## src/logic/cdas_pkg.sv

```systemverilog
// Package: shared types and constants of the console sequencer
// Overview of operation
// [RQ1] Pending printer/card request preempts console operation
// [RQ2] Aux switch zeroes upper address digits
// [RQ3] Active print buffer scan diverts before dispatch
// [RQ4] Alter first reads addressed byte into halves
// [RQ5] Alter loads data switches, writes byte back
// [RQ6] Alter ends showing address, byte, zero pointers
// [RQ7] Display switch digit selects one of 16
// [RQ8] Register X occupies aux bytes X0, X1
// [RQ9] Digit to pointer, register to address digits
// [RQ10] Display end clears halves, pointer low
// [RQ11] Every operation ends clearing processing latch
// [RQ12] Fill reads byte, two senses form pattern
// [RQ13] Fill writes, increments, checks wrap-around
// [RQ14] Fill updates display or zeroes high digit
// [RQ15] Fill repeats until stop latch is set
// [RQ16] Fill stop zeroes pointer, rereads stop byte
// [RQ17] Single instruction needs aux switch off
// [RQ18] Single instruction loads address from aux 30-31
// [RQ19] Load, no time sharing, stop: save address
// [RQ20] Single instruction sets stop latch before fetch
// [RQ21] Stop latch at fetch zeroes pointers, stops
// [RQ22] Mode decoded at start; stop key sets latch
package cdas_pkg;

	// Mode switch positions handled here; others end at once
	localparam logic [2:0] MODE_STORAGE_ALTER = 3'h1;
	localparam logic [2:0] MODE_REGISTER_DISPLAY = 3'h2;
	localparam logic [2:0] MODE_STORAGE_FILL = 3'h3;
	localparam logic [2:0] MODE_SINGLE_INSTR = 3'h4;

	// Aux storage positions of the next instruction address
	localparam logic [7:0] AUX_NSI_HIGH = 8'h30;
	localparam logic [7:0] AUX_NSI_LOW = 8'h31;
	localparam logic [7:0] AUX_LIMIT = 8'hFF;
	localparam logic [15:0] MAIN_TOP_DEFAULT = 16'h0FFF;

	// Register port byte offsets
	localparam logic [7:0] OFS_CONTROL = 8'h00;
	localparam logic [7:0] OFS_STATUS = 8'h04;
	localparam logic [7:0] OFS_ADDRESS = 8'h08;
	localparam logic [7:0] OFS_DATA = 8'h0C;
	localparam int CTRL_LOAD_BIT = 0;
	localparam logic CTRL_LOAD_RESET = 1'b0;

	// Operator switches and keys, as seen at the pins
	typedef struct packed {
		logic [3:0] addr_sw1;
		logic [3:0] addr_sw2;
		logic [3:0] addr_sw3;
		logic [3:0] addr_sw4;
		logic [3:0] data_sw1;
		logic [3:0] data_sw2;
		logic [2:0] mode;
		logic aux_sw;
		logic start_key;
		logic stop_key;
		logic io_printer;
		logic io_card;
		logic buffer_scan;
		logic time_sharing;
	} cdas_switch_s;

	// Data registers that serve as the display
	typedef struct packed {
		logic [3:0] address_display_digit;
		logic [3:0] address_extension_digit;
		logic [3:0] address_high_digit;
		logic [3:0] address_middle_digit;
		logic [3:0] address_low_digit;
		logic [3:0] data_upper_half;
		logic [3:0] data_lower_half;
		logic [3:0] pointer_high_half;
		logic [3:0] pointer_low_half;
	} cdas_display_s;

	// Core storage request
	typedef struct packed {
		logic [15:0] addr;
		logic [7:0] wdata;
		logic rd;
		logic wr;
		logic aux;
	} cdas_mem_s;

	localparam cdas_display_s DISPLAY_RESET = '0;
	localparam cdas_mem_s MEM_RESET = '0;

endpackage

```

## src/logic/cdas_sync.sv

```systemverilog
// Three-stage input conditioner for the operator pins
module cdas_sync
	import cdas_pkg::*;
#(
	parameter int WIDTH = 1
) (
	input wire logic sys_clk_in,
	input wire logic reset_in,
	input wire logic [WIDTH-1:0] async_in,
	output logic [WIDTH-1:0] sync_out
);

	logic [WIDTH-1:0] stage1_reg;
	logic [WIDTH-1:0] stage2_reg;
	logic [WIDTH-1:0] stage3_reg;
	logic [WIDTH-1:0] value_reg;

	// A change counts only when the last two stages agree,
	// which also filters a one-cycle glitch from a key
	for (genvar i = 0; i < WIDTH; i++) begin : g_bit
		always_ff @(posedge sys_clk_in) begin
			if (reset_in) begin
				stage1_reg[i] <= 1'b0;
				stage2_reg[i] <= 1'b0;
				stage3_reg[i] <= 1'b0;
				value_reg[i] <= 1'b0;
			end else begin
				stage1_reg[i] <= async_in[i];
				stage2_reg[i] <= stage1_reg[i];
				stage3_reg[i] <= stage2_reg[i];
				if (stage2_reg[i] == stage3_reg[i]) begin
					value_reg[i] <= stage3_reg[i];
				end
			end
		end
	end

	assign sync_out = value_reg;

endmodule

```

## src/logic/cdas_sequencer.sv

```systemverilog
// Console display and alter sequencer
module cdas_sequencer
	import cdas_pkg::*;
#(
	parameter logic [15:0] MAIN_TOP = MAIN_TOP_DEFAULT
) (
	input wire logic sys_clk_in,
	input wire logic reset_in,
	input wire cdas_switch_s switch_in,
	input wire logic fetch_done_in,
	input wire logic [7:0] mem_rdata_in,
	input wire logic [7:0] reg_addr_in,
	input wire logic [31:0] reg_wdata_in,
	input wire logic reg_wr_in,
	input wire logic reg_rd_in,
	output cdas_mem_s mem_out,
	output cdas_display_s display_out,
	output logic processing_latch_out,
	output logic stop_latch_out,
	output logic io_printer_out,
	output logic io_card_out,
	output logic scan_service_out,
	output logic fetch_start_out,
	output logic [31:0] reg_rdata_out
);

	typedef enum logic [4:0] {
		S_IDLE, S_CHK_IO, S_LOAD_ADDR, S_TEST_SCAN, S_DISPATCH,
		S_ACC_W1, S_ACC_W2, S_TAKE_BYTE, S_SENSE1, S_SENSE2,
		S_FILL_INC, S_FILL_TEST, S_FILL_STOP, S_FILL_RESTORE,
		S_RD_SEL, S_RD_B0, S_RD_B1,
		S_SI_AUX, S_SI_RD0, S_SI_B0, S_SI_B1, S_SI_COND,
		S_SI_SAVE1, S_SI_STOPT, S_SI_EXEC, S_STOP
	} cdas_state_e;

	cdas_state_e state_reg;
	cdas_state_e state_next;
	cdas_state_e ret_reg;
	cdas_state_e ret_next;
	cdas_switch_s sw;
	cdas_mem_s mem_reg;
	cdas_mem_s mem_next;
	cdas_display_s dsp_reg;
	logic [7:0] rbyte_reg;
	logic [2:0] mode_reg;
	logic aux_reg;
	logic fill_reg;
	logic proc_reg;
	logic stop_reg;
	logic wrap_reg;
	logic load_reg;
	logic start_prev_reg;
	logic stop_prev_reg;
	logic io_printer_reg;
	logic io_card_reg;
	logic scan_reg;
	logic fetch_reg;
	logic [31:0] rdata_reg;
	logic start_pulse;
	logic stop_pulse;
	logic si_hold;
	logic [15:0] cur_addr;
	logic [15:0] inc_addr;
	logic wrap_hit;

	// Operator pins come from outside the clock domain
	cdas_sync #(
		.WIDTH($bits(cdas_switch_s))
	) u_sync (
		.sys_clk_in(sys_clk_in),
		.reset_in(reset_in),
		.async_in(switch_in),
		.sync_out(sw)
	);

	// Key edges, taken from the conditioned levels
	always_ff @(posedge sys_clk_in) begin
		if (reset_in) begin
			start_prev_reg <= 1'b0;
			stop_prev_reg <= 1'b0;
		end else begin
			start_prev_reg <= sw.start_key;
			stop_prev_reg <= sw.stop_key;
		end
	end

	assign start_pulse = sw.start_key && !start_prev_reg;
	assign stop_pulse = sw.stop_key && !stop_prev_reg;

	// Address in the digit registers; extension is zero below 1000
	assign cur_addr = {dsp_reg.address_extension_digit,
		dsp_reg.address_high_digit, dsp_reg.address_middle_digit,
		dsp_reg.address_low_digit};
	// [RQ13] Increment and wrap
	assign wrap_hit = aux_reg ? (cur_addr[7:0] == AUX_LIMIT) :
		(cur_addr == MAIN_TOP);
	assign inc_addr = wrap_hit ? 16'h0000 :
		aux_reg ? {8'h00, cur_addr[7:0] + 8'h01} :
		cur_addr + 16'h0001;
	// [RQ19] Three holding conditions
	assign si_hold = load_reg || !sw.time_sharing || stop_reg;

	// Sequence control and storage requests
	always_comb begin
		state_next = state_reg;
		ret_next = ret_reg;
		mem_next = mem_reg;
		mem_next.rd = 1'b0;
		mem_next.wr = 1'b0;
		unique case (state_reg)
			S_IDLE: begin
				if (start_pulse) begin
					state_next = S_CHK_IO;
				end
			end
			// [RQ1] I/O request first
			S_CHK_IO: begin
				if (sw.io_printer || sw.io_card) begin
					state_next = S_STOP;
				end else begin
					state_next = S_LOAD_ADDR;
				end
			end
			S_LOAD_ADDR: state_next = S_TEST_SCAN;
			// [RQ3] Print buffer scan
			S_TEST_SCAN: begin
				state_next = sw.buffer_scan ? S_STOP : S_DISPATCH;
			end
			// [RQ22] Dispatch on latched mode
			S_DISPATCH: begin
				case (mode_reg)
					MODE_STORAGE_ALTER, MODE_STORAGE_FILL: begin
						// [RQ4] Read addressed byte
						mem_next = '{cur_addr, 8'h00, 1'b1, 1'b0, aux_reg};
						ret_next = S_TAKE_BYTE;
						state_next = S_ACC_W1;
					end
					MODE_REGISTER_DISPLAY: state_next = S_RD_SEL;
					MODE_SINGLE_INSTR: state_next = S_SI_AUX;
					default: state_next = S_STOP;
				endcase
			end
			// Strobe is out during W1, read data is valid in W2
			S_ACC_W1: state_next = S_ACC_W2;
			S_ACC_W2: state_next = ret_reg;
			S_TAKE_BYTE: state_next = S_SENSE1;
			S_SENSE1: state_next = S_SENSE2;
			// [RQ5] Write switch byte back
			S_SENSE2: begin
				mem_next = '{cur_addr, {dsp_reg.data_lower_half,
					sw.data_sw2}, 1'b0, 1'b1, aux_reg};
				ret_next = fill_reg ? S_FILL_INC : S_STOP;
				state_next = S_ACC_W1;
			end
			S_FILL_INC: state_next = S_FILL_TEST;
			// [RQ15] Repeat until stopped
			S_FILL_TEST: begin
				state_next = stop_reg ? S_FILL_STOP : S_DISPATCH;
			end
			// [RQ16] Reread the stop byte
			S_FILL_STOP: begin
				mem_next = '{cur_addr, 8'h00, 1'b1, 1'b0, aux_reg};
				ret_next = S_FILL_RESTORE;
				state_next = S_ACC_W1;
			end
			S_FILL_RESTORE: begin
				mem_next = '{cur_addr, rbyte_reg, 1'b0, 1'b1, aux_reg};
				ret_next = S_STOP;
				state_next = S_ACC_W1;
			end
			// [RQ8] Register X at X0
			S_RD_SEL: begin
				mem_next = '{{8'h00, sw.data_sw1, 4'h0}, 8'h00,
					1'b1, 1'b0, 1'b1};
				ret_next = S_RD_B0;
				state_next = S_ACC_W1;
			end
			// [RQ8] Second byte at X1
			S_RD_B0: begin
				mem_next = '{{8'h00, dsp_reg.pointer_high_half, 4'h1},
					8'h00, 1'b1, 1'b0, 1'b1};
				ret_next = S_RD_B1;
				state_next = S_ACC_W1;
			end
			S_RD_B1: state_next = S_STOP;
			// [RQ17] Main storage only
			S_SI_AUX: state_next = aux_reg ? S_STOP : S_SI_RD0;
			// [RQ18] Entry one address
			S_SI_RD0: begin
				mem_next = '{{8'h00, AUX_NSI_HIGH}, 8'h00,
					1'b1, 1'b0, 1'b1};
				ret_next = S_SI_B0;
				state_next = S_ACC_W1;
			end
			S_SI_B0: begin
				mem_next = '{{8'h00, AUX_NSI_LOW}, 8'h00,
					1'b1, 1'b0, 1'b1};
				ret_next = S_SI_B1;
				state_next = S_ACC_W1;
			end
			S_SI_B1: state_next = S_SI_COND;
			// [RQ19] Save address back
			S_SI_COND: begin
				if (si_hold) begin
					mem_next = '{{8'h00, AUX_NSI_HIGH},
						cur_addr[15:8], 1'b0, 1'b1, 1'b1};
					ret_next = S_SI_SAVE1;
					state_next = S_ACC_W1;
				end else begin
					state_next = S_SI_EXEC;
				end
			end
			S_SI_SAVE1: begin
				mem_next = '{{8'h00, AUX_NSI_LOW},
					cur_addr[7:0], 1'b0, 1'b1, 1'b1};
				ret_next = S_SI_STOPT;
				state_next = S_ACC_W1;
			end
			// [RQ21] Stop at next fetch
			S_SI_STOPT: begin
				if (stop_reg) begin
					state_next = S_STOP;
				end else if (sw.time_sharing && !load_reg) begin
					state_next = S_SI_COND;
				end
			end
			// Instruction runs outside; its return reenters the fetch
			S_SI_EXEC: begin
				if (fetch_done_in) begin
					state_next = S_SI_RD0;
				end
			end
			S_STOP: state_next = S_IDLE;
		endcase
	end

	// Sequencer state and pending return point
	always_ff @(posedge sys_clk_in) begin
		if (reset_in) begin
			state_reg <= S_IDLE;
			ret_reg <= S_IDLE;
		end else begin
			state_reg <= state_next;
			ret_reg <= ret_next;
		end
	end

	// Storage port; read byte is caught in the second wait cycle
	always_ff @(posedge sys_clk_in) begin
		if (reset_in) begin
			mem_reg <= MEM_RESET;
			rbyte_reg <= 8'h00;
		end else begin
			mem_reg <= mem_next;
			if (state_reg == S_ACC_W2) begin
				rbyte_reg <= mem_rdata_in;
			end
		end
	end

	// Operation latches; a stop key press wins over the start clear
	always_ff @(posedge sys_clk_in) begin
		if (reset_in) begin
			proc_reg <= 1'b0;
			stop_reg <= 1'b0;
			wrap_reg <= 1'b0;
			mode_reg <= 3'h0;
			aux_reg <= 1'b0;
			fill_reg <= 1'b0;
		end else begin
			// [RQ22] Mode taken at start
			if (state_reg == S_IDLE && start_pulse) begin
				proc_reg <= 1'b1;
				mode_reg <= sw.mode;
				aux_reg <= sw.aux_sw;
				fill_reg <= (sw.mode == MODE_STORAGE_FILL);
				wrap_reg <= 1'b0;
			end
			// [RQ11] Stop control clears latch
			if (state_reg == S_STOP) begin
				proc_reg <= 1'b0;
			end
			// [RQ20] Set stop latch
			if (stop_pulse || (state_reg == S_SI_COND && !si_hold)) begin
				stop_reg <= 1'b1;
			end else if (state_reg == S_IDLE && start_pulse) begin
				stop_reg <= 1'b0;
			end
			if (state_reg == S_FILL_INC && wrap_hit) begin
				wrap_reg <= 1'b1;
			end
		end
	end

	// Display registers
	always_ff @(posedge sys_clk_in) begin
		if (reset_in) begin
			dsp_reg <= DISPLAY_RESET;
		end else begin
			case (state_reg)
				// [RQ2] Aux forces upper digits
				S_LOAD_ADDR: begin
					if (aux_reg) begin
						dsp_reg.address_display_digit <= 4'h0;
						dsp_reg.address_extension_digit <= 4'h0;
						dsp_reg.address_high_digit <= 4'h0;
					end else begin
						dsp_reg.address_display_digit <= sw.addr_sw1;
						dsp_reg.address_extension_digit <= sw.addr_sw1;
						dsp_reg.address_high_digit <= sw.addr_sw2;
					end
					dsp_reg.address_middle_digit <= sw.addr_sw3;
					dsp_reg.address_low_digit <= sw.addr_sw4;
					dsp_reg.pointer_high_half <= 4'h0;
					dsp_reg.pointer_low_half <= 4'h0;
				end
				// [RQ4] Byte into halves
				S_TAKE_BYTE, S_FILL_RESTORE: begin
					dsp_reg.data_upper_half <= rbyte_reg[7:4];
					dsp_reg.data_lower_half <= rbyte_reg[3:0];
				end
				// [RQ12] First sense operation
				S_SENSE1: dsp_reg.data_lower_half <= sw.data_sw1;
				// [RQ6] Second sense, clean pointers
				S_SENSE2: begin
					dsp_reg.data_upper_half <= dsp_reg.data_lower_half;
					dsp_reg.data_lower_half <= sw.data_sw2;
					dsp_reg.pointer_high_half <= 4'h0;
					dsp_reg.pointer_low_half <= 4'h0;
				end
				// [RQ14] Next address and display
				S_FILL_INC: begin
					{dsp_reg.address_extension_digit,
						dsp_reg.address_high_digit,
						dsp_reg.address_middle_digit,
						dsp_reg.address_low_digit} <= inc_addr;
					if (!wrap_hit && !aux_reg) begin
						dsp_reg.address_display_digit <= inc_addr[15:12];
					end else if (!wrap_hit) begin
						dsp_reg.address_high_digit <= 4'h0;
					end
				end
				// [RQ16] Pointer low cleared
				S_FILL_STOP: dsp_reg.pointer_low_half <= 4'h0;
				// [RQ7] One of sixteen
				S_RD_SEL: begin
					dsp_reg.data_lower_half <= sw.data_sw1;
					// [RQ9] Digit into pointer
					dsp_reg.pointer_high_half <= sw.data_sw1;
				end
				// [RQ9] Register to address digits
				S_RD_B0, S_SI_B0: begin
					dsp_reg.address_display_digit <= rbyte_reg[7:4];
					dsp_reg.address_extension_digit <= rbyte_reg[7:4];
					dsp_reg.address_high_digit <= rbyte_reg[3:0];
				end
				S_SI_B1: begin
					dsp_reg.address_middle_digit <= rbyte_reg[7:4];
					dsp_reg.address_low_digit <= rbyte_reg[3:0];
				end
				// [RQ10] Clear halves and pointer low
				S_RD_B1: begin
					dsp_reg.address_middle_digit <= rbyte_reg[7:4];
					dsp_reg.address_low_digit <= rbyte_reg[3:0];
					dsp_reg.data_upper_half <= 4'h0;
					dsp_reg.data_lower_half <= 4'h0;
					dsp_reg.pointer_low_half <= 4'h0;
				end
				// [RQ21] Pointers zero on stop
				S_SI_STOPT: begin
					if (stop_reg) begin
						dsp_reg.pointer_high_half <= 4'h0;
						dsp_reg.pointer_low_half <= 4'h0;
					end
				end
				default: begin
				end
			endcase
		end
	end

	// One-cycle hand-offs to service phases and instruction fetch
	always_ff @(posedge sys_clk_in) begin
		if (reset_in) begin
			io_printer_reg <= 1'b0;
			io_card_reg <= 1'b0;
			scan_reg <= 1'b0;
			fetch_reg <= 1'b0;
		end else begin
			// [RQ1] Printer before card machine
			io_printer_reg <= state_reg == S_CHK_IO && sw.io_printer;
			io_card_reg <= state_reg == S_CHK_IO && !sw.io_printer &&
				sw.io_card;
			// [RQ3] Divert to buffer routine
			scan_reg <= state_reg == S_TEST_SCAN && sw.buffer_scan;
			fetch_reg <= state_reg == S_SI_COND && !si_hold;
		end
	end

	// Register port; read data stand only in the cycle after the strobe
	always_ff @(posedge sys_clk_in) begin
		if (reset_in) begin
			load_reg <= CTRL_LOAD_RESET;
			rdata_reg <= 32'h0000_0000;
		end else begin
			if (reg_wr_in && reg_addr_in == OFS_CONTROL) begin
				load_reg <= reg_wdata_in[CTRL_LOAD_BIT];
			end
			rdata_reg <= 32'h0000_0000;
			if (reg_rd_in) begin
				case (reg_addr_in)
					OFS_CONTROL: rdata_reg <= {31'h0, load_reg};
					OFS_STATUS: rdata_reg <= {24'h0, state_reg,
						wrap_reg, stop_reg, proc_reg};
					OFS_ADDRESS: rdata_reg <= {12'h0,
						dsp_reg.address_display_digit, cur_addr};
					OFS_DATA: rdata_reg <= {16'h0,
						dsp_reg.data_upper_half, dsp_reg.data_lower_half,
						dsp_reg.pointer_high_half, dsp_reg.pointer_low_half};
					default: rdata_reg <= 32'h0000_0000;
				endcase
			end
		end
	end

	assign mem_out = mem_reg;
	assign display_out = dsp_reg;
	assign processing_latch_out = proc_reg;
	assign stop_latch_out = stop_reg;
	assign io_printer_out = io_printer_reg;
	assign io_card_out = io_card_reg;
	assign scan_service_out = scan_reg;
	assign fetch_start_out = fetch_reg;
	assign reg_rdata_out = rdata_reg;

	// Checks on the sequence
	AST_IO_FIRST: assert property (@(posedge sys_clk_in) // [RQ1]
		disable iff (reset_in)
		state_reg == S_CHK_IO && (sw.io_printer || sw.io_card)
		|=> state_reg == S_STOP ##1 !proc_reg)
		else $error("I/O request did not preempt the operation");

	AST_AUX_ZERO: assert property (@(posedge sys_clk_in) // [RQ2]
		disable iff (reset_in)
		state_reg == S_LOAD_ADDR && aux_reg
		|=> cur_addr[15:8] == 8'h00)
		else $error("Aux address upper digits not zero");

	AST_SCAN: assert property (@(posedge sys_clk_in) // [RQ3]
		disable iff (reset_in)
		state_reg == S_TEST_SCAN && sw.buffer_scan
		|=> scan_service_out && state_reg == S_STOP)
		else $error("Print buffer scan not diverted");

	AST_ALTER_WR: assert property (@(posedge sys_clk_in) // [RQ5]
		disable iff (reset_in)
		state_reg == S_SENSE2 && !fill_reg
		|=> mem_out.wr && mem_out.wdata ==
			{display_out.data_upper_half, display_out.data_lower_half})
		else $error("Altered byte differs from the halves");

	AST_STOP_CLEAR: assert property (@(posedge sys_clk_in) // [RQ11]
		disable iff (reset_in)
		proc_reg && state_reg == S_STOP |=> !proc_reg && state_reg == S_IDLE)
		else $error("Stop control did not clear the latch");

	AST_RD_END: assert property (@(posedge sys_clk_in) // [RQ10]
		disable iff (reset_in)
		state_reg == S_RD_B1 |=> dsp_reg.data_upper_half == 4'h0 &&
			dsp_reg.pointer_low_half == 4'h0 &&
			dsp_reg.pointer_high_half == $past(dsp_reg.pointer_high_half))
		else $error("Register display end state wrong");

	AST_SI_LATCH: assert property (@(posedge sys_clk_in) // [RQ20]
		disable iff (reset_in)
		fetch_start_out |-> stop_reg && state_reg == S_SI_EXEC)
		else $error("Fetch started without stop latch");

	AST_STOP_KEY: assert property (@(posedge sys_clk_in) // [RQ22]
		disable iff (reset_in)
		stop_pulse |=> stop_reg)
		else $error("Stop key did not set the latch");

	AST_FILL_INC: assert property (@(posedge sys_clk_in) // [RQ13]
		disable iff (reset_in)
		state_reg == S_FILL_INC && !wrap_hit && !aux_reg
		|=> cur_addr == $past(cur_addr) + 16'h0001)
		else $error("Fill address not advanced by one");

endmodule

```

## config.mk

```make
export PLATFORM = sky130hd
export DESIGN_NAME = cdas_sequencer
export DESIGN_NICKNAME = d
export VERILOG_FILES = /design/src/logic/cdas_pkg.sv /design/src/logic/cdas_sync.sv /design/src/logic/cdas_sequencer.sv
export SDC_FILE = /design/constraint.sdc
export NUM_CORES = 1
export LEC_CHECK = 0
export BUFFER_PORTS_ARGS = -buffer_cell sky130_fd_sc_hd__buf_2
export CORE_ASPECT_RATIO = 1.2
export CORE_MARGIN = 4
export CORE_UTILIZATION = 35
export CTS_CLUSTER_DIAMETER = 100
export DETAILED_ROUTE_END_ITERATION = 8
export GPL_ROUTABILITY_DRIVEN = 0
export PLACE_DENSITY = 0.53
export SLEW_MARGIN = 10
export SYNTH_ARGS = -nofsm -noshare
export SYNTH_HDL_FRONTEND = slang
export SYNTH_SLANG_ARGS = --single-unit
```

## constraint.sdc

```tcl
create_clock -name sys_clk_in -period 2.45 [get_ports sys_clk_in]
set_clock_uncertainty 0.05 [all_clocks]
set_input_delay 0.1225 -clock sys_clk_in [delete_from_list [all_inputs] [get_ports sys_clk_in]]
set_output_delay 0.1225 -clock sys_clk_in [all_outputs]
set_load 0.005 [all_outputs]
```

# ---- Word level (Yosys, flattened, before mapping)
# Index checks and enable logic that the tools add are counted.
dict set report word_totals {
  word_cells 332
  input_bits 87
  reg_bits 264
}
dict set report classes {
  muxes 36
  n_reduce_logical 50
  n_bitwise 1
  n_addsub 2
  n_eq_ne 76
}
# cell count
set op_table {}
lappend op_table {{case mux 27 bit (10 select lines)} 1}
lappend op_table {{case mux 5 bit (19 select lines)} 1}
lappend op_table {{case mux 20 bit (4 select lines)} 1}
lappend op_table {{2-to-1 mux 27 bit} 2}
lappend op_table {{equality test 5 bit, second input constant} 10}
lappend op_table {{2-to-1 mux 5 bit} 10}
lappend op_table {{case mux 5 bit (10 select lines)} 1}
lappend op_table {{equality test 5 x 4 -> 1 bit, second input constant} 8}
lappend op_table {{case mux 12 bit (3 select lines)} 1}
lappend op_table {{equality test 1 bit} 34}
lappend op_table {{2-to-1 mux 16 bit} 2}
lappend op_table {{case mux 4 bit (3 select lines)} 2}
lappend op_table {{case mux 8 bit (3 select lines)} 1}
lappend op_table {{equality test 5 x 3 -> 1 bit, second input constant} 4}
lappend op_table {{2-to-1 mux 4 bit} 5}
lappend op_table {{adder 16 x 1 -> 16 bit, second input constant} 1}
lappend op_table {{equality test 16 x 12 -> 1 bit, second input constant} 1}
lappend op_table {{equality test 8 x 4 -> 1 bit, second input constant} 2}
lappend op_table {{case mux 4 bit (4 select lines)} 1}
lappend op_table {{OR reduction 2 bit} 8}
lappend op_table {{case mux 5 bit (3 select lines)} 1}
lappend op_table {{logical AND 1 bit} 12}
lappend op_table {{2-to-1 mux 12 bit} 1}
lappend op_table {{nonzero test 3 bit} 4}
lappend op_table {{other kinds (26)} 51}

# ---- Longest topological paths before layout
# Gate-level depths: netlist of run 1.
dict set report logic_depth {
  word_depth 7
  ltp_mapped 9
  depth_no_buf 6
}

# ---- Modules after synthesis
# From an unflattened synthesis of run 1, not the netlist that was laid out.
dict set report unflattened {
  hier_cells 1100
  area_unflattened_um2 10052.1
}
# module n_inst area_each_um2 seq_area_each_um2 cells_each
set by_module_without_submodules {}
lappend by_module_without_submodules {cdas_sequencer 1 6109.6 2242.2 745}
lappend by_module_without_submodules {cdas_sync 1 3942.5 2722.6 355}

# ---- Worst setup path after synthesis of run 1
# No wires, ideal clock.
dict set report synth_timing {
  path_kind {reg2reg}
  startpoint {reg dsp_reg (netlist bit display_out[17])}
  endpoint {reg dsp_reg (netlist bit display_out[32])}
  arrival_time_ns 1.780
  slack_ns 0.483
  setup_ns 0.137
  path_stages_with_launch 7
  cell_sequence {dfxtp_1 > ha_1 > nand4_1 > nor4_4 > nor3_4 > a221oi_2 > a22oi_1}
}
dict set report synth_between {
  elab_chain_len 6
  elab_cells_between_ends 12
  classes_between {1 x add/sub; 3 x eq/ne; 5 x mux; 3 x reduce/logical}
}
# element line_no
set synth_lines {}
lappend synth_lines {{from (decl)} cdas_sequencer.sv:43} ;# cdas_display_s dsp_reg;
lappend synth_lines {{branches (longest 6 deep; another with adder 16 x 1 -> 16 bit)} -}
# Parallel ways; which one is timed is not known. The select of a mux whose other input is x is not followed.
# A chain may end at the register's enable or synchronous reset.

# ---- Final worst setup path of run 1
dict set report layout_timing {
  startpoint {reg state_reg[2]}
  endpoint {reg state_reg[0]}
}
dict set report layout_between {
  elab_chain_len 3
  elab_cells_between_ends 32
  classes_between {28 x eq/ne; 1 x mux; 3 x reduce/logical}
}
# element line_no
set layout_lines {}
lappend layout_lines {{from (decl)} cdas_sequencer.sv:36} ;# cdas_state_e state_reg;
lappend layout_lines {{from (signal assigned)} cdas_sequencer.sv:243} ;# state_reg <= state_next;
lappend layout_lines {{equality test 5 x 4 -> 1 bit, or another cell as far along} cdas_sequencer.sv:110} ;# unique case (state_reg)
lappend layout_lines {{OR reduction 8 bit (no line), or another cell as far along} -}
lappend layout_lines {{case mux 5 bit (19 select lines) / AND reduction 3 bit (equally long branches)} -}
# Parallel ways exist; a longest one is shown, timed or not.

==> results of run 1 <==
-- critical path: cells and delay by family, from the launching register on --
family / cells / cell delay, ns
and+or+nand+nor: 2 / 0.90
buffers and inverters: 2 / 0.58
DFF: 1 / 0.47
AOI/OAI and AO/OA: 1 / 0.25
-- per-stage QoR --
stage / instances / worst slack (ns)
after detailed placement: 1558 / 0.172
after global placement: 1558 / 0.228
after CTS: 1649 / 0.156
after floorplan: 1070 / 0.483
after global routing: 1649 / 0.000150
final: 1649 / 0.0824
-- placed cells by master (no fill, tap or decap), types with 6 or more instances in the layout --
master	instances
a211oi_1	16
a21oi_1	74
a221oi_1	12
a22o_1	26
a22oi_1	28
a31oi_1	6
and2_1	6
and3_1	8
buf_2	139
buf_4	54
bufinv_16	7
clkbuf_16	25
conb_1	16
dfxtp_1	248
dlygate4sd3_1	47
inv_1	10
mux2i_1	18
nand2_1	69
nand2b_1	11
nand3_1	13
nor2_1	77
nor2b_1	116
nor3_1	32
nor4_1	7
o21a_1	8
o21ai_0	57
o2bb2ai_1	10
-- Yosys cell counts, types with 4 or more instances --
cell type	count	area share
dfxtp_1	248	0.50
nor2b_1	116	0.072
nor2_1	77	0.029
a21oi_1	74	0.037
nand2_1	69	0.026
o21ai_0	57	0.028
nor3_1	32	0.016
clkbuf_1	30	0.011
a22oi_1	28	0.021
a22o_1	26	0.023
buf_4	24	0.018
buf_2	21	0.010
mux2i_1	18	0.018
a211oi_1	16	0.012
nand3_1	13	0.0065
a221oi_1	12	0.010
nand2b_1	11	0.0069
inv_1	10	0.0037
o2bb2ai_1	10	0.0087
and3_1	8	0.0050
o21a_1	8	0.0060
buf_6	7	0.0079
nor4_1	7	0.0044
a31oi_1	6	0.0037
and2_1	6	0.0037
a311oi_1	5	0.0044
xor2_1	5	0.0044
a221oi_2	4	0.0060
buf_1	4	0.0015
nand3b_1	4	0.0030
nand4_1	4	0.0025
nor3_2	4	0.0040
o22ai_1	4	0.0025
-- cell families after synthesis --
group	Yosys count	share of synthesized area
other	1	0.000374
buffers and inverters	100	0.0546
flip-flops	248	0.496
adder cells (fa/ha/maj)	1	0.00125
AO/OA/AOI/OAI	291	0.203
XOR/XNOR	6	0.00525
multiplexers	21	0.0214
AND/OR/NAND/NOR	387	0.219
-- routing by layer --
metal / global-route usage / vias up / part of all wire
li1: - / 4130 / -
met1: 0.236 / 3919 / 0.44
met2: 0.302 / 291 / 0.47
met3: 0.0268 / 62 / 0.061
met4: 0.0589 / 0 / 0.030
met5: 0 / - / 0
-- power groups by stage --
stage / Sequential (mW) / Combinational (mW) / Clock (mW)
floorplan: 4.21 / 0.145 / 0
global placement: 4.22 / 0.200 / 0
detailed placement: 4.22 / 0.202 / 0
CTS: 4.13 / 0.257 / 4.46
global route: 4.13 / 0.282 / 4.59
finish: 4.13 / 0.254 / 4.34
-- worst min path at each step --
stage                        startpoint                    end  depth (start not counted)
after floorplan            switch_in[0]   u_sync.stage1_reg[0]                          1
after global placement    switch_in[12]  u_sync.stage1_reg[12]                          2
after detailed placement  switch_in[17]  u_sync.stage1_reg[17]                          2
after CTS                      reset_in  u_sync.stage3_reg[16]                          2
after global routing           reset_in  u_sync.stage3_reg[16]                          2
final                          reset_in   u_sync.stage3_reg[1]                          2
-- cell type report --
class                           count  area (um2)  share of cell area
Clock buffer                       30         664              0.0526
Tap cell                          379         474              0.0376
Clock inverter                     14         273              0.0216
Sequential cell                   248        4960               0.393
Timing Repair Buffer              244        1640               0.130
Inverter                           12        45.0             0.00357
Multi-Input combinational cell    722        4560               0.361
-- repair_timing --
| action | 4_1_cts | 5_1_grt |
|---|---|---|
| endpoints found under the hold margin | 50 | 0 |
| hold buffers | 47 | 0 |
| endpoints found under the setup margin | 0 | 0 |
==> flow_summary.json, run 1 <==
{
  "grt_pass1_vias": 8025,
  "grt.total_usage": 0.179,
  "synth.distinct_cells": 88,
  "rr_worst_depth": 5,
  "worstReg2RegStart": "state_reg[2]",
  "finalWorstPathRequiredPeriod_ns": 2.37,
  "seq_area_frac_synth": 0.496,
  "fin_util": 0.449,
  "synth_edf_count": 0,
  "cellPowerDensity_nw_per_um2": 691,
  "whs_ns": 0.0345,
  "ys_warn_count": 0,
  "ys_seq_elements": 248,
  "comb_power_share": 0.029,
  "p_sw_mw": 1.80,
  "syn_inst": 1055,
  "r2r_slack_ns": 0.08,
  "async_flop_share": 0,
  "drc": 0,
  "arrival_ns": 2.75,
  "vias_per_cell": 5.10,
  "drive_gt1_frac": 0.218,
  "dp_hpwl_um": 20900,
  "critPathLaunch": "state_reg[2]",
  "criticalPathCategory": "reg -> reg",
  "grt_max_degree": 78,
  "period_share": 0.966,
  "critPathMaxStageDelay_ns": 0.72,
  "final_area_um2": 12600,
  "cts_buffer_depth": 3,
  "startpoint_type": "flop",
  "worst_pin_slew_ns": 0.742,
  "fmax_mhz": 422,
  "hp-class": "in -> reg",
  "finalMaxSlewViolations": 0,
  "p_int_mw": 6.92,
  "slew_headroom": 0.504,
  "die_area_um2": 31400,
  "cts_root_buf": "clkbuf_16",
  "setup_viol": 0,
  "netlist_area_um2": 10000,
  "vdd_ir_drop_max_v": 0.000375,
  "drt_pre_antenna_iters": 5,
  "setup_tns_ns": 0,
  "worst_path_max_delay_cell": "nor4_4",
  "cts_setup_buffers": 0,
  "switching_share": 0.206,
  "io_buffers": 140,
  "clkPwrFrac": 0.498,
  "syn_area_per_cell_um2": 9.49,
  "postPlaceCellArea_um2": 11200,
  "vias": 8402,
  "gr-total-overflow": 0,
  "htreeDepth": 1,
  "grt_first_pass_wirelength_um": 45600,
  "cts_tree": "built",
  "r2r-end": "state_reg[0]",
  "antennaDiodeCount": 0,
  "layout.nets": 1341,
  "cp_max_fo": 29,
  "die_y_um": 193,
  "status": "complete, no violations",
  "cp.required_ns": 2.83,
  "ys_dominant_reg_cell": "dfxtp_1",
  "drtAntennaViolNets": 0,
  "fp-row-count": 67,
  "wl_per_cell_um": 17.8,
  "cts-resized-gates": 0,
  "path_cells": "buf_4 > inv_2 > nor4_4 > nor3_1 > a311oi_1",
  "antenna_found_initial": 0,
  "seqPwrFrac": 0.473,
  "rsz0062_at_grt": "no",
  "clk_pin_slew_ns": 0.06,
  "core-area_um2": 28100,
  "ios": 188,
  "drv_cap": 0,
  "fin_total_pwr_mw": 8.72,
  "initial_utilization": 0.357,
  "clk_latency_ns": 0.54,
  "numCtsBuffers": 25,
  "drt_wl_total_um": 29400,
  "p_leak_nw": 4.95,
  "die_w_um": 162,
  "cts.sink_count": 248,
  "endpoint_kind": "flop",
  "syn_to_final_growth_pct": 26.0,
  "drt-initial-drc-count": 799,
  "hold_viol": 0,
  "crit_end": "state_reg[0]",
  "num-fill-cells": 2708
}
No activity file was read; power rests on OpenSTA's default activity.
==> inputs of run 2 (changes only) <==
--- a/config.mk
+++ b/config.mk
@@ -16,4 +16,5 @@
 export SLEW_MARGIN = 10
 export SYNTH_ARGS = -nofsm -noshare
 export SYNTH_HDL_FRONTEND = slang
+export SYNTH_HIERARCHICAL = 1
 export SYNTH_SLANG_ARGS = --single-unit
==> run 2 against run 1 <==
Worst hold slack gained 0.039 ns. First-iteration DRC count shrank 13%. Total power shrank 2.2%. Highest routed layer is now met5.
==> flow_summary.json, run 2 <==
{
  "status": "complete, no violations",
  "synthAdderAreaFrac": 0.00124,
  "gr-total-overflow": 0,
  "dp_hpwl_um": 22100,
  "synth-simple-area-share": 0.212,
  "path_cells": "buf_4 > or3b_2 > a21oi_2 > a22oi_1 > or3b_1 > o311ai_2",
  "ys_dominant_reg_cell": "dfxtp_1",
  "synthMuxAreaShare": 0.0163,
  "num-fill-cells": 2822,
  "wl_per_cell_um": 17.9,
  "netlist_area_um2": 10100,
  "syn_area_per_cell_um2": 9.14,
  "cts_buffer_depth": 3,
  "fmax_mhz": 433,
  "setup_ws_ns": 0.139,
  "synth_most_common_cell": "dfxtp_1",
  "cts_tree": "built",
  "vdd_ir_drop_max_v": 0.000325,
  "antennaDiodeCount": 0,
  "timing.critical_path.buf_inv": 1,
  "finalMaxSlewViolations": 0,
  "drtAntennaViolNets": 0,
  "mostFrequentLayoutCells": "246 x dfxtp_1, 139 x buf_2, 116 x nor2b_1",
  "grt_first_pass_wirelength_um": 47000,
  "p_leak_nw": 4.98,
  "drt-initial-drc-count": 697,
  "drt_wl_total_um": 30300,
  "cts_setup_buffers": 0,
  "drv_cap": 0,
  "yosys.area.top_type_share": 0.494,
  "crit_family": "simple AND/OR/NAND/NOR gates",
  "initial_utilization": 0.357,
  "synth_area_leaders": "dfxtp_1 49%, nor2b_1 7.2%, a21oi_1 3.8%",
  "worst_path_max_delay_cell": "dfxtp_1",
  "synth_compound_area_frac": 0.207,
  "path_depth": 6,
  "vias_per_cell": 5.16,
  "cts.sink_count": 248,
  "clk_latency_ns": 0.54,
  "yosys.area.top_type": "dfxtp_1",
  "seq_area_frac_synth": 0.494,
  "hp-class": "in -> reg",
  "endpoint_kind": "flop",
  "fin_util": 0.449,
  "syn_inst": 1100,
  "rsz0062_at_grt": "no",
  "htreeDepth": 1,
  "cts_root_buf": "clkbuf_16",
  "synthTopCellsByCount": "248 x dfxtp_1, 116 x nor2b_1, 91 x nand2_1, 79 x nor2_1, 76 x a21oi_1",
  "antenna_found_initial": 1,
  "cp.required_ns": 2.85,
  "worst_pin_slew_ns": 0.794,
  "numCtsBuffers": 26,
  "fp-row-count": 67,
  "vias": 8742,
  "synth.distinct_cells": 83,
  "ios": 188,
  "core-area_um2": 28200,
  "die_w_um": 163,
  "grt.total_usage": 0.185,
  "finalWorstPathRequiredPeriod_ns": 2.31,
  "final_area_um2": 12700,
  "slew_headroom": 0.470,
  "worstReg2RegStart": "state_reg[4]",
  "ys_warn_count": 6,
  "period_share": 0.943,
  "layout.nets": 1386,
  "async_flop_share": 0,
  "grt_max_degree": 66,
  "criticalPathCategory": "reg -> reg",
  "startpoint_type": "flop",
  "cp_max_fo": 11,
  "syn_to_final_growth_pct": 25.9,
  "hold_viol": 0,
  "ys_seq_elements": 248,
  "die_area_um2": 31500,
  "drc": 0,
  "layout_commonest_cell": "dfxtp_1",
  "synth_top_family_by_area": "simple AND/OR/NAND/NOR gates",
  "dp_slack_ns": -0.00379,
  "arrival_ns": 2.71,
  "critPathLaunch": "state_reg[4]",
  "cellPowerDensity_nw_per_um2": 674,
  "grt_pass1_vias": 8392,
  "critPathMaxStageDelay_ns": 0.60,
  "drt_pre_antenna_iters": 5,
  "holdPathStages": 5,
  "setup_viol": 0,
  "clk_pin_slew_ns": 0.06,
  "rr_worst_depth": 6,
  "postPlaceCellArea_um2": 11300,
  "synth_edf_count": 0,
  "drive_gt1_frac": 0.204,
  "die_y_um": 194,
  "io_buffers": 140,
  "hold_start": "fetch_done_in",
  "synth_xor_area_frac": 0.00697
}
run 2: changes by cell type in the layout (fill, tap and decap cells not counted), sizes merged, moves of 6 or more:
cell / before / now
a221oi: 16 / 8
a31oi: 6 / 14
buf: 197 / 203
clkbuf: 30 / 38
inv: 13 / 19
nand2: 69 / 91
nor3: 37 / 19
run 2: area by class of cell:
class	count	area, um2	area share
repair buffers	250	1700	0.134
inverters	20	75.1	0.00593
clock inverters	8	149	0.0118
flip-flops and latches	248	4970	0.393
well taps	379	474	0.0375
multi-input cells	752	4530	0.358
clock buffers	38	757	0.0598
run 2: final timing paths:
path	end	slack (ns)
setup / recovery	display_out[31]	0.14
hold / removal	state_reg[1]	0.07
setup reg to reg	display_out[31]	0.14
hold reg to reg	u_sync/stage2_reg[1]	0.38
run 2: report_power, final:
part	internal, mW	switching, mW
Combinational	0.136	0.126
Sequential	4.10	0.0238
Clock	2.55	1.58
Total	6.79	1.73
run 2: metrics by stage:
step	hold WS (ns)	power, mW	setup TNS, ns	std cells
3_5_place_dp	0.286	4.42	-0.00379	1602
4_1_cts	0.0616	8.63	0	1695
5_1_grt	0.119	8.86	0	1695
2_1_floorplan	0.201	4.36	0	1115
3_3_place_gp	0.284	4.42	0	1602
6_report	0.0738	8.53	0	1695
run 2: worst min-delay path, stage by stage:
cell and delay, ns:
buf_2 0.10, o21ai_0 0.16, a31oi_1 0.10, nand2_1 0.06, o21ai_0 0.06
run 2: cells by family after synthesis:
kind of cell               after synthesis
adders and majority gates                1
buffers and inverters                  115
AOI/OAI and AO/OA                      308
xor gates and xnor gates                 8
other                                    1
DFF                                    248
muxes                                   16
and+or+nand+nor                        403
run 2: what timing repair did:
item	CTS	global route
endpoints found under the hold margin	75	0
gates cloned	0	0
gates resized for setup	1	3
endpoints found under the setup margin	1	13
hold buffers	47	0
run 2: per-layer routing:
layer  wire length (um)  GRT usage  vias to the layer above
li1                   -          -                     4257
met1              12700      0.232                     4083
met2              14300      0.309                      313
met3               1950     0.0306                       87
met4               1380     0.0879                        2
met5                  8          0                        -
==> inputs of run 3 (changes only) <==
--- a/config.mk
+++ b/config.mk
@@ -5,14 +5,15 @@
 export SDC_FILE = /design/constraint.sdc
 export NUM_CORES = 1
 export LEC_CHECK = 0
-export BUFFER_PORTS_ARGS = -buffer_cell sky130_fd_sc_hd__buf_2
 export CORE_ASPECT_RATIO = 1.2
 export CORE_MARGIN = 4
 export CORE_UTILIZATION = 35
 export CTS_CLUSTER_DIAMETER = 100
 export DETAILED_ROUTE_END_ITERATION = 8
+export DONT_BUFFER_PORTS = 1
 export GPL_ROUTABILITY_DRIVEN = 0
-export PLACE_DENSITY = 0.53
+export PLACE_DENSITY = 0.47
+export RECOVER_POWER = 25
 export SLEW_MARGIN = 10
 export SYNTH_ARGS = -nofsm -noshare
 export SYNTH_HDL_FRONTEND = slang
==> run 3 against run 2 <==
Clock power rose by 6.3%. First-iteration DRC count fell by 20%. Flip-flop and latch count unchanged. Wire length up 4.4%. Core utilization is 0.076 points higher. Clock-buffer cell count shrank 1. Combinational power down 13%. Global-route usage grew 0.84 points. Highest routed layer is now met4. Sequential power hardly changed. Critical path type unchanged. Final cell count is 4.0% lower.
==> flow_summary.json, run 3 (synthesis results as in run 2) <==
{
  "status": "complete, no violations",
  "dp_hpwl_um": 22000,
  "finalMaxSlewViolations": 0,
  "startpoint_type": "flop",
  "syn_to_final_growth_pct": 26.1,
  "gr-total-overflow": 0,
  "drt_wl_total_um": 31600,
  "grt_max_degree": 127,
  "cts_root_buf": "clkbuf_16",
  "mostFrequentLayoutCells": "246 x dfxtp_1, 115 x nor2b_1, 108 x dlygate4sd3_1",
  "drt_pre_antenna_iters": 6,
  "timing.critical_path.buf_inv": 3,
  "drtAntennaViolNets": 0,
  "setup_tns_ns": 0,
  "cellPowerDensity_nw_per_um2": 690,
  "path_cells": "buf_4 > buf_4 > nand2_1 > nor3_2 > nor2_1 > a21oi_1 > buf_4 > a22o_1",
  "core-area_um2": 28200,
  "worst_path_max_delay_cell": "dfxtp_1",
  "crit_top_cell": "buf_4",
  "endpoint_kind": "flop",
  "finalWorstPathRequiredPeriod_ns": 2.32,
  "clk_latency_ns": 0.54,
  "grt.total_usage": 0.193,
  "worst_pin_slew_ns": 0.775,
  "die_y_um": 194,
  "multi_input_area_um2": 4520,
  "fmax_mhz": 432,
  "fin_total_pwr_mw": 8.75,
  "wl_per_cell_um": 19.4,
  "cts.sink_count": 248,
  "layout_commonest_cell": "dfxtp_1",
  "io_buffers": 0,
  "grt_pass1_vias": 8172,
  "drt-initial-drc-count": 555,
  "seqCellArea_um2": 4970,
  "drc": 0,
  "cts_tree": "built",
  "p_leak_nw": 4.79,
  "arrival_ns": 2.74,
  "layout.nets": 1317,
  "period_share": 0.946,
  "critPathMaxStageDelay_ns": 0.57,
  "cts_buffer_depth": 3,
  "cp_max_fo": 13,
  "vdd_ir_drop_max_v": 0.000381,
  "setup_viol": 0,
  "slew_headroom": 0.482,
  "criticalPathCategory": "reg -> reg",
  "die_area_um2": 31500,
  "whs_ns": 0.0298,
  "numCtsBuffers": 26,
  "ios": 188,
  "cts_setup_buffers": 0,
  "hold_viol": 0,
  "clk_pin_slew_ns": 0.06,
  "crit_family": "simple AND/OR/NAND/NOR gates",
  "setup_ws_ns": 0.134,
  "initial_utilization": 0.357,
  "drv_cap": 0,
  "vias_per_cell": 5.22,
  "hp-class": "in -> reg",
  "antenna_found_initial": 1,
  "die_w_um": 163,
  "dp_slack_ns": 0.120,
  "fp-row-count": 67,
  "num-fill-cells": 2802,
  "vias": 8492,
  "grt_first_pass_wirelength_um": 48600,
  "drive_gt1_frac": 0.112,
  "rsz0062_at_grt": "no",
  "htreeDepth": 1,
  "cp.required_ns": 2.87
}
==> run 3: changes by cell type in the layout (fill, tap and decap cells not counted), moves of 2 or more <==
| cell | previous run | this run |
|---|---|---|
| buf_12 | 4 | 2 |
| buf_2 | 139 | 0 |
| buf_4 | 59 | 70 |
| bufinv_16 | 4 | 6 |
| clkbuf_1 | 7 | 5 |
| dlygate4sd3_1 | 47 | 108 |
==> run 3: final timing paths <==
path / start / slack (ns) / end / depth (start not counted)
max: state_reg[3] / 0.13 / mem_out[25] / 8
min reg2reg: u_sync/stage1_reg[12] / 0.38 / u_sync/stage2_reg[12] / 1
min: reset_in / 0.03 / rbyte_reg[4] / 2
max reg2reg: state_reg[3] / 0.13 / mem_out[25] / 8
==> run 3: final cells by class <==
cell class | count | share of cell area
Antenna cell | 1 | 0.000197
Clock buffer | 37 | 0.0602
Clock inverter | 9 | 0.0156
Inverter | 20 | 0.00592
Multi-Input combinational cell | 752 | 0.357
Sequential cell | 248 | 0.392
Tap cell | 379 | 0.0374
Timing Repair Buffer | 181 | 0.132
==> run 3: layer usage <==
layer,share of wire,GRT usage,wire length (um)
met2,0.47,0.322,15000
met4,0.037,0.0699,1180
met5,0,0,0
met1,0.41,0.246,13100
met3,0.074,0.0423,2330
==> run 3: through the flow <==
stage,cells,utilization,area (um2)
2_1_floorplan,1115,-,10100
3_5_place_dp,1471,0.376,10600
4_1_cts,1626,0.450,12700
6_report,1627,0.450,12700
5_1_grt,1627,0.450,12700
3_3_place_gp,1471,0.376,10600
==> run 3: repair_timing <==
item,CTS,global route
setup endpoints to repair,0,28
hold buffers,109,0
gates resized for setup,0,3
endpoints found under the hold margin,229,0
==> run 3: power breakdown <==
part           switching, mW  total, mW  internal (mW)
Combinational         0.0982      0.227          0.129
Sequential            0.0243       4.13           4.10
Clock                   1.61       4.40           2.78
